`src/irqc_pkg.sv`:
```
// Package with constants, register map and carrier types of the interrupt controller.
package irqc_pkg;

	// Source layout: external pins first, then port change, then peripherals.
	localparam int unsigned N_SRC        = 8;
	localparam int unsigned N_EXT        = 4;
	localparam int unsigned N_PORT       = 4;
	localparam int unsigned SRC_PORT     = 4;
	localparam int unsigned FIRST_PERIPH = 5;
	localparam int unsigned N_PERIPH     = N_SRC - FIRST_PERIPH;

	// Byte offsets of the registers on the bus.
	localparam logic [7:0] OFS_RESET_CTRL = 8'h00;
	localparam logic [7:0] OFS_IRQ_CTRL   = 8'h04;
	localparam logic [7:0] OFS_FLAGS      = 8'h08;
	localparam logic [7:0] OFS_ENABLES    = 8'h0c;
	localparam logic [7:0] OFS_PRIORITY   = 8'h10;
	localparam logic [7:0] OFS_EDGE_SEL   = 8'h14;
	localparam logic [7:0] OFS_STATUS     = 8'h18;

	// Field positions.
	localparam int unsigned BIT_PRIO_MODE = 7;
	localparam int unsigned BIT_HIGH_EN   = 7;
	localparam int unsigned BIT_LOW_EN    = 6;
	localparam int unsigned BIT_HI_ACT    = 0;
	localparam int unsigned BIT_LO_ACT    = 1;
	localparam int unsigned BIT_REQ       = 2;

	// Values after reset.
	localparam logic [N_SRC-1:0] RST_PRIORITY = 8'hff;
	localparam logic [N_EXT-1:0] RST_EDGE_SEL = 4'hf;

	// Vector addresses.
	localparam logic [15:0] VEC_HIGH = 16'h0008;
	localparam logic [15:0] VEC_LOW  = 16'h0018;

	// Instruction cycle and latency.
	localparam int unsigned CLK_PERIOD_NS = 5;
	localparam int unsigned INSTR_CYCLE_NS = 20;
	localparam int unsigned CYC_CLKS = INSTR_CYCLE_NS / CLK_PERIOD_NS;
	localparam logic [7:0] CYC_LAST = 8'(CYC_CLKS - 1);
	localparam logic [1:0] LAT_TICKS = 2'h2;

	// Bus request from the Avalon master.
	typedef struct packed {
		logic        read;
		logic        write;
		logic [7:0]  address;
		logic [31:0] writedata;
	} avm_req_s;

	// Entry information handed to the core.
	typedef struct packed {
		logic        entry;
		logic [15:0] vector;
		logic        req;
	} core_irq_s;

endpackage

```
`src/pin_sync_edge.sv`:
```
// Two-flop synchroniser with selectable edge detector for pin inputs.
`timescale 1ns/1ps
module pin_sync_edge #(
	parameter int unsigned W = 4
) (
	// Clock and reset.
	input  wire logic         clk_sys,
	input  wire logic         srst,
	// Pins and edge choice.
	input  wire logic [W-1:0] pin_in,
	input  wire logic [W-1:0] edge_sel,
	// Synchronised level and edge pulses.
	output logic [W-1:0]      level,
	output logic [W-1:0]      edge_evt
);
	// Whole state: metastable stage, settled stage and previous level.
	typedef struct packed {
		logic [W-1:0] meta;
		logic [W-1:0] sync;
		logic [W-1:0] prev;
	} sync_s;

	sync_s st_r;
	sync_s st_nxt;

	// Shift the pins through; only the second and third stages drive the outputs.
	always_comb begin
		st_nxt      = st_r;
		st_nxt.meta = pin_in;
		st_nxt.sync = st_r.meta;
		st_nxt.prev = st_r.sync;
	end

	// Synchronous reset clears every stage to the idle low level.
	always_ff @(posedge clk_sys) begin
		if (srst) begin
			st_r <= '0;
		end else begin
			st_r <= st_nxt;
		end
	end

	// Select 1 flags a rising edge, 0 a falling edge.
	assign level    = st_r.sync;
	assign edge_evt = (edge_sel & st_r.sync & ~st_r.prev) |
		(~edge_sel & ~st_r.sync & st_r.prev);

endmodule // pin_sync_edge

```
`src/irq_controller.sv`:
```
// Two-level interrupt controller with Avalon-MM register access.
//
// Implementation choices: the Avalon-MM interface to the registers and the register addresses.
`timescale 1ns/1ps

////////////////////////////////////////////////////////////////////////////////
module irq_controller
	import irqc_pkg::*;
(
	// Clock and reset.
	input  wire logic                   clk_sys,
	input  wire logic                   srst,
	// Avalon-MM slave.
	input  wire irqc_pkg::avm_req_s     avs_req,
	output logic [31:0]                 avs_readdata,
	output logic                        avs_waitrequest,
	// Interrupt sources.
	input  wire logic [irqc_pkg::N_EXT-1:0]    ext_pin,
	input  wire logic [irqc_pkg::N_PORT-1:0]   port_pin,
	input  wire logic                          port_read,
	input  wire logic [irqc_pkg::N_PERIPH-1:0] periph_evt,
	// Core side.
	input  wire logic                   return_from_irq_instr,
	output irqc_pkg::core_irq_s         core_irq
);
	import irqc_pkg::*;

	// Whole state of the controller.
	typedef struct packed {
		logic             priority_mode_enable;
		logic             high_group_enable;
		logic             low_group_enable;
		logic [N_SRC-1:0] flag;
		logic [N_SRC-1:0] enable;
		logic [N_SRC-1:0] prio;
		logic [N_EXT-1:0] edge_sel;
		logic [N_PORT-1:0] port_latch;
		logic             hi_act;
		logic             lo_act;
		logic [7:0]       div;
		logic [1:0]       lat;
		logic             entry;
		logic [15:0]      vector;
		logic             req;
		logic             waitreq;
		logic [31:0]      rdata;
	} state_s;

	state_s s_r;
	state_s s_nxt;

	logic [N_EXT-1:0]  ext_edge;
	logic [N_PORT-1:0] port_lvl;
	logic [N_SRC-1:0]  set_evt;
	logic [N_SRC-1:0]  active;
	logic [N_SRC-1:0]  periph_mask;
	logic              mismatch;
	logic              tick;
	logic              hi_req;
	logic              lo_req;
	logic              bus_req;
	logic              accept;

	////////////////////////////////////////////////////////////////////////
	// Pin synchronisers.

	// External pins with edge detection.
	pin_sync_edge #(.W(N_EXT)) u_ext_sync (
		.clk_sys  (clk_sys),
		.srst     (srst),
		.pin_in   (ext_pin),
		.edge_sel (s_r.edge_sel),
		.level    (),
		.edge_evt (ext_edge)
	);

	// Port-change pins need only the level.
	pin_sync_edge #(.W(N_PORT)) u_port_sync (
		.clk_sys  (clk_sys),
		.srst     (srst),
		.pin_in   (port_pin),
		.edge_sel (s_r.port_latch),
		.level    (port_lvl),
		.edge_evt ()
	);

	////////////////////////////////////////////////////////////////////////
	// Event and request decoding.

	// A mismatch against the last read value keeps raising the flag.
	assign mismatch = port_lvl != s_r.port_latch;
	assign set_evt  = {periph_evt, mismatch, ext_edge};
	assign active   = s_r.flag & s_r.enable;
	assign periph_mask = {{N_PERIPH{1'b1}}, {FIRST_PERIPH{1'b0}}};
	assign tick     = s_r.div == CYC_LAST;
	assign bus_req  = avs_req.read | avs_req.write;
	assign accept   = bus_req & ~s_r.waitreq;

	// Group gating; the low group also needs the high enable set.
	always_comb begin
		if (s_r.priority_mode_enable) begin
			hi_req = s_r.high_group_enable &
				(|(active & s_r.prio));
			lo_req = s_r.high_group_enable & s_r.low_group_enable &
				(|(active & ~s_r.prio));
			// A running high service holds off every low request.
			lo_req = lo_req & ~s_r.hi_act;
		end else begin
			hi_req = s_r.high_group_enable & (|(active & ~periph_mask) |
				(s_r.low_group_enable & |(active & periph_mask)));
			lo_req = 1'b0;
		end
	end

	////////////////////////////////////////////////////////////////////////
	// Next-state logic.

	// Register file, service tracking and entry sequencing.
	always_comb begin
		s_nxt       = s_r;
		s_nxt.entry = 1'b0;
		s_nxt.div   = tick ? 8'h00 : s_r.div + 8'h01;
		s_nxt.req   = hi_req | lo_req;

		// Bus handshake: one wait cycle, then the access completes.
		s_nxt.waitreq = ~(bus_req & s_r.waitreq);
		if (bus_req & s_r.waitreq) begin
			s_nxt.rdata = 32'h0000_0000;
			case (avs_req.address)
			OFS_RESET_CTRL: s_nxt.rdata[BIT_PRIO_MODE] =
				s_r.priority_mode_enable;
			OFS_IRQ_CTRL: begin
				s_nxt.rdata[BIT_HIGH_EN] = s_r.high_group_enable;
				s_nxt.rdata[BIT_LOW_EN]  = s_r.low_group_enable;
			end
			OFS_FLAGS:    s_nxt.rdata[N_SRC-1:0] = s_r.flag;
			OFS_ENABLES:  s_nxt.rdata[N_SRC-1:0] = s_r.enable;
			OFS_PRIORITY: s_nxt.rdata[N_SRC-1:0] = s_r.prio;
			OFS_EDGE_SEL: s_nxt.rdata[N_EXT-1:0] = s_r.edge_sel;
			OFS_STATUS: begin
				s_nxt.rdata[BIT_HI_ACT] = s_r.hi_act;
				s_nxt.rdata[BIT_LO_ACT] = s_r.lo_act;
				s_nxt.rdata[BIT_REQ]    = s_r.req;
			end
			default: s_nxt.rdata = 32'h0000_0000;
			endcase
		end

		// Software writes; unmapped addresses are ignored.
		if (accept & avs_req.write) begin
			case (avs_req.address)
			OFS_RESET_CTRL: s_nxt.priority_mode_enable =
				avs_req.writedata[BIT_PRIO_MODE];
			OFS_IRQ_CTRL: begin
				s_nxt.high_group_enable = avs_req.writedata[BIT_HIGH_EN];
				s_nxt.low_group_enable  = avs_req.writedata[BIT_LOW_EN];
			end
			OFS_FLAGS:    s_nxt.flag = avs_req.writedata[N_SRC-1:0];
			OFS_ENABLES:  s_nxt.enable = avs_req.writedata[N_SRC-1:0];
			OFS_PRIORITY: s_nxt.prio = avs_req.writedata[N_SRC-1:0];
			OFS_EDGE_SEL: s_nxt.edge_sel = avs_req.writedata[N_EXT-1:0];
			default: s_nxt.flag = s_nxt.flag;
			endcase
		end

		// Events win over a software clear in the same cycle.
		s_nxt.flag = s_nxt.flag | set_evt;

		// A port read takes a new reference, ending the mismatch.
		if (port_read) begin
			s_nxt.port_latch = port_lvl;
		end

		// Return from interrupt re-opens the group that was serviced.
		if (return_from_irq_instr) begin
			if (s_r.priority_mode_enable & s_r.hi_act) begin
				s_nxt.hi_act            = 1'b0;
				s_nxt.high_group_enable = 1'b1;
			end else if (s_r.priority_mode_enable) begin
				s_nxt.lo_act           = 1'b0;
				s_nxt.low_group_enable = 1'b1;
			end else begin
				s_nxt.hi_act            = 1'b0;
				s_nxt.high_group_enable = 1'b1;
			end
		end

		// Latency counter: a request must persist over instruction cycles.
		if (tick) begin
			if (!(hi_req | lo_req)) begin
				s_nxt.lat = 2'h0;
			end else if (s_r.lat != LAT_TICKS) begin
				s_nxt.lat = s_r.lat + 2'h1;
			end else begin
				s_nxt.lat   = 2'h0;
				s_nxt.entry = 1'b1;
				// Compatibility mode only ever reaches the high branch.
				if (hi_req) begin
					// High wins and may break into a low service.
					s_nxt.vector            = VEC_HIGH;
					s_nxt.hi_act            = 1'b1;
					s_nxt.high_group_enable = 1'b0;
				end else begin
					s_nxt.vector           = VEC_LOW;
					s_nxt.lo_act           = 1'b1;
					s_nxt.low_group_enable = 1'b0;
				end
			end
		end
	end

	////////////////////////////////////////////////////////////////////////
	// State register.

	// Synchronous reset to the documented defaults.
	always_ff @(posedge clk_sys) begin
		if (srst) begin
			s_r                      <= '0;
			s_r.prio                 <= RST_PRIORITY;
			s_r.edge_sel             <= RST_EDGE_SEL;
			s_r.waitreq              <= 1'b1;
			s_r.vector               <= VEC_HIGH;
		end else begin
			s_r <= s_nxt;
		end
	end

	// Outputs come straight from the state register.
	assign avs_readdata    = s_r.rdata;
	assign avs_waitrequest = s_r.waitreq;
	assign core_irq.entry  = s_r.entry;
	assign core_irq.vector = s_r.vector;
	assign core_irq.req    = s_r.req;

	////////////////////////////////////////////////////////////////////////
	// Checks.

	chk_compat_vector: assert property (
		@(posedge clk_sys) disable iff (srst)
		s_r.entry && !s_r.priority_mode_enable |-> s_r.vector == VEC_HIGH)
		else $error("compatibility entry not at high vector");

	chk_high_entry_clear: assert property (
		@(posedge clk_sys) disable iff (srst)
		s_r.entry && s_r.vector == VEC_HIGH |->
		!s_r.high_group_enable && s_r.hi_act)
		else $error("high entry left its enable set");

	chk_low_entry_clear: assert property (
		@(posedge clk_sys) disable iff (srst)
		s_r.entry && s_r.vector == VEC_LOW |->
		!s_r.low_group_enable && s_r.lo_act)
		else $error("low entry left its enable set");

	chk_low_blocked: assert property (
		@(posedge clk_sys) disable iff (srst)
		s_r.entry && s_r.vector == VEC_LOW |-> !$past(s_r.hi_act))
		else $error("low entry during high service");

	chk_high_gated: assert property (
		@(posedge clk_sys) disable iff (srst)
		s_r.entry && s_r.vector == VEC_HIGH |->
		$past(s_r.high_group_enable, 1))
		else $error("high entry with high enable clear");

	chk_return_reopen: assert property (
		@(posedge clk_sys) disable iff (srst)
		return_from_irq_instr && !s_r.priority_mode_enable &&
		!(tick && hi_req) &&
		!(accept && avs_req.write) |=> s_r.high_group_enable && !s_r.hi_act)
		else $error("return did not reopen interrupts");

	chk_flag_sticky: assert property (
		@(posedge clk_sys) disable iff (srst)
		set_evt[0] |=> s_r.flag[0])
		else $error("pin event lost");

	chk_port_mismatch: assert property (
		@(posedge clk_sys) disable iff (srst)
		mismatch |=> s_r.flag[SRC_PORT])
		else $error("port change flag not held");

	chk_entry_on_tick: assert property (
		@(posedge clk_sys) disable iff (srst)
		s_r.entry |-> $past(tick) && $past(hi_req || lo_req))
		else $error("entry without request on instruction cycle");

	chk_bus_wait: assert property (
		@(posedge clk_sys) disable iff (srst)
		bus_req && s_r.waitreq |=> !s_r.waitreq ##1 s_r.waitreq)
		else $error("waitrequest did not drop for one cycle");

endmodule // irq_controller

```
`config.mk`:
```
export PLATFORM = sky130hd
export DESIGN_NAME = irq_controller
export DESIGN_NICKNAME = d
export VERILOG_FILES = /design/src/irqc_pkg.sv /design/src/pin_sync_edge.sv /design/src/irq_controller.sv
export SDC_FILE = /design/constraint.sdc
export NUM_CORES = 1
export LEC_CHECK = 0
export BUFFER_PORTS_ARGS = -buffer_cell sky130_fd_sc_hd__buf_2
export CORE_MARGIN = 2
export CORE_UTILIZATION = 35
export DETAILED_ROUTE_END_ITERATION = 10
export PLACE_DENSITY = 0.64
export SETUP_SLACK_MARGIN = 0.1
export SLEW_MARGIN = 5
export SYNTH_ARGS = -nofsm -noshare
export SYNTH_HDL_FRONTEND = slang
export SYNTH_SLANG_ARGS = --single-unit
export TNS_END_PERCENT = 10
```
`constraint.sdc`:
```
create_clock -name clk_sys -period 1.85 [get_ports clk_sys]
set_input_delay 0.0925 -clock clk_sys [delete_from_list [all_inputs] [get_ports clk_sys]]
set_output_delay 0.0925 -clock clk_sys [all_outputs]
set_load 0.01 [all_outputs]
```
==> metrics.yaml <==
ys_seq_elements: 79
end_kind: "register"
htreeDepth: 3
syn_area_mm2: 0.00373
fin_tns_setup_ps: 0
layout.cells.non_filler: 619
grt_max_degree: 48
gp_congestion: 0.938
grt_pass1_vias: 2705
dpl.hpwl_um: 6010
drt_iter0_drc: 182
nets: 536
portBuffers: 44
tightest_slew_ps: 599
drv_slew: 0
dieWidth_um: 107
drv_cap: 0
rows: 37
totalWireLength_um: 8200
max-vdd-ir-drop_mv: 0.335
setup_slack_ps: 193
fin_skew_ps: 9.27
reg2regPathDepth: 5
synthFlopType: "dfxtp_1"
die_h_um: 107
grt_overflow: 0
vias: 3014
dp_cells: 593
syn_area_per_cell_um2: 8.66
r2r-start: "s_r[92]"
antenna_found_initial: 0
cts_setup_buffers: 0
total_power_mw: 3.34
rsz0062_at_grt: "yes"
cts.path.max_buffers: 2
finalCritPeriodShare_pct: 89.6
cp-startpoint: "s_r[92]"
viasPerCell: 4.87
fin_util_pct: 40.8
hold_depth: 3
antenna_cells: 0
status: "complete, no violations"
seq_area_frac_synth_pct: 42.4
stdcell_area_mm2: 0.00421
clock_sinks: 79
hold_ws_ps: 19.0
start_kind: "register"
ant_nets: 0
finalSetupViolCount: 0
synth_edf_count: 0
grt_pass1_wl_um: 13700
slew_headroom_pct: 59.8
cp.arrival_ps: 1900
cts_tree: "built"
coreArea_mm2: 0.0103
min_period_ps: 1660
first_pass_iters: 5
pin_count: 108
worstSetupPathType: "register to register"
cellLeakagePower_nw: 1.81
dpl_cell_area_mm2: 0.00390
cp.required_ps: 2100
hold_class: "input pin to register"
power.density_mw_per_mm2: 792
worstSkewPairLatency_ps: 350
max_freq_mhz: 604
cts_buffers: 9
wl_per_cell_um: 13.2
drive_above_1_share_pct: 16.6
start_util_pct: 36.2
synth_cell_type_count: 52
root_buffer: "clkbuf_8"
ys.warnings.count: 0
grt.total_usage_pct: 15.2
dpl_worst_slack_ps: 5.33
hold_viol_final: 0
cp-endpoint: "s_r[96]"
area_growth_pct: 12.8
drc: 0
synthCells: 431
crit_fanout: 4
clk_pin_slew_ps: 80
ff2ff_setup_slack_ps: 190
die_area_mm2: 0.0115
async_flop_share_pct: 0
timing.rr.end: "s_r[96]"
hold_start: "avs_req[4]"
==> worst min path at each step <==
stage,slack (ps),endpoint
2_1_floorplan,220,s_r[67]
3_3_place_gp,300,u_port_sync.st_nxt[6]
3_5_place_dp,310,u_ext_sync.st_nxt[7]
4_1_cts,0.3,s_r[68]
5_1_grt,10,s_r[79]
6_report,20,s_r[83]
==> flip-flops by register name (all words and copies together) (netlist names) <==
signal              count
u_ext_sync.st_r         4
u_ext_sync.st_nxt       4
u_port_sync.st_nxt      4
s_r                    47
u_ext_sync.level        4
avs_readdata            8
avs_waitrequest         1
u_port_sync.level       4
core_irq                3
==> what timing repair did <==
item | in CTS | in global routing
endpoints found under the hold margin | 11 | 0
resized for setup | 1 | 2
setup endpoints to repair | 5 | 9
hold buffers | 10 | 0
==> layer usage <==
layer  part of all wire [%]  vias up  track usage (%)
met3                    8.2       11             4.66
met1                     48     1380             21.5
li1                       -     1504                -
met5                      0        -                0
met2                     42      119             21.8
met4                    2.1        0             5.47
==> cells by family (layout without fill, tap and decap cells) <==
family	after synthesis	after routing	synth area share, %
muxes	26	26	7.01
DFF	79	79	42.4
adders and majority gates	1	1	0.335
AOI/OAI and AO/OA	65	65	11.2
buffers and inverters	73	88	12.8
xor gates and xnor gates	10	10	2.35
other	2	39	0.201
and+or+nand+nor	175	175	23.7
==> area by class of cell <==
class                   instances  area [um^2]
flip-flops and latches         79         1580
fillers                      1037         6110
inverters                       6         22.5
well taps                     136          170
repair buffers                 66          410
clock buffers                   9          124
multi-input cells             316         1830
clock inverters                 7         72.6
==> cell usage in the layout (no fill, tap or decap), types with 5 or more instances in the layout <==
cell type,netlist,layout
buf_2,4,44
nand2_1,45,45
dfxtp_1,79,79
o22ai_1,7,7
nor2_1,31,31
nor2b_1,23,23
mux2i_1,25,25
clkbuf_8,0,9
o21ai_0,8,8
buf_4,51,12
inv_1,5,5
nor3_1,9,8
xor2_1,8,8
a21oi_1,22,22
dlygate4sd3_1,0,10
nand3_1,40,40
conb_1,2,39
and3_1,9,9
==> cells in the mapped netlist (all sizes together) (3+ instances only) <==
cell type / n / area share (%)
a211oi: 4 / 0.80
nand4: 4 / 0.84
buf: 57 / 11
nor3: 9 / 1.2
and3: 9 / 1.5
nor2: 31 / 3.1
nand2: 45 / 4.5
o22ai: 7 / 1.2
dfxtp: 79 / 42
o2bb2ai: 4 / 0.94
inv: 5 / 0.50
nor4: 3 / 0.91
nand2b: 3 / 0.50
a22oi: 4 / 0.80
nor2b: 23 / 3.9
clkbuf: 10 / 1.0
xor2: 8 / 1.9
mux2i: 25 / 6.7
a21oi: 22 / 3.0
nand3: 40 / 5.4
o21ai: 9 / 1.2
==> power breakdown <==
group          switching, mW  internal (mW)
logic                  0.176          0.117
clock network          0.635          0.625
registers             0.0353           1.75
==> critical path, stage by stage, from the launching register on <==
cell     delay, ps
dfxtp_1        430
nand2_1        100
a31o_2         260
a41oi_1        390
o21ai_0        180
and3_1         190
Power figures use the tool's default switching activity.
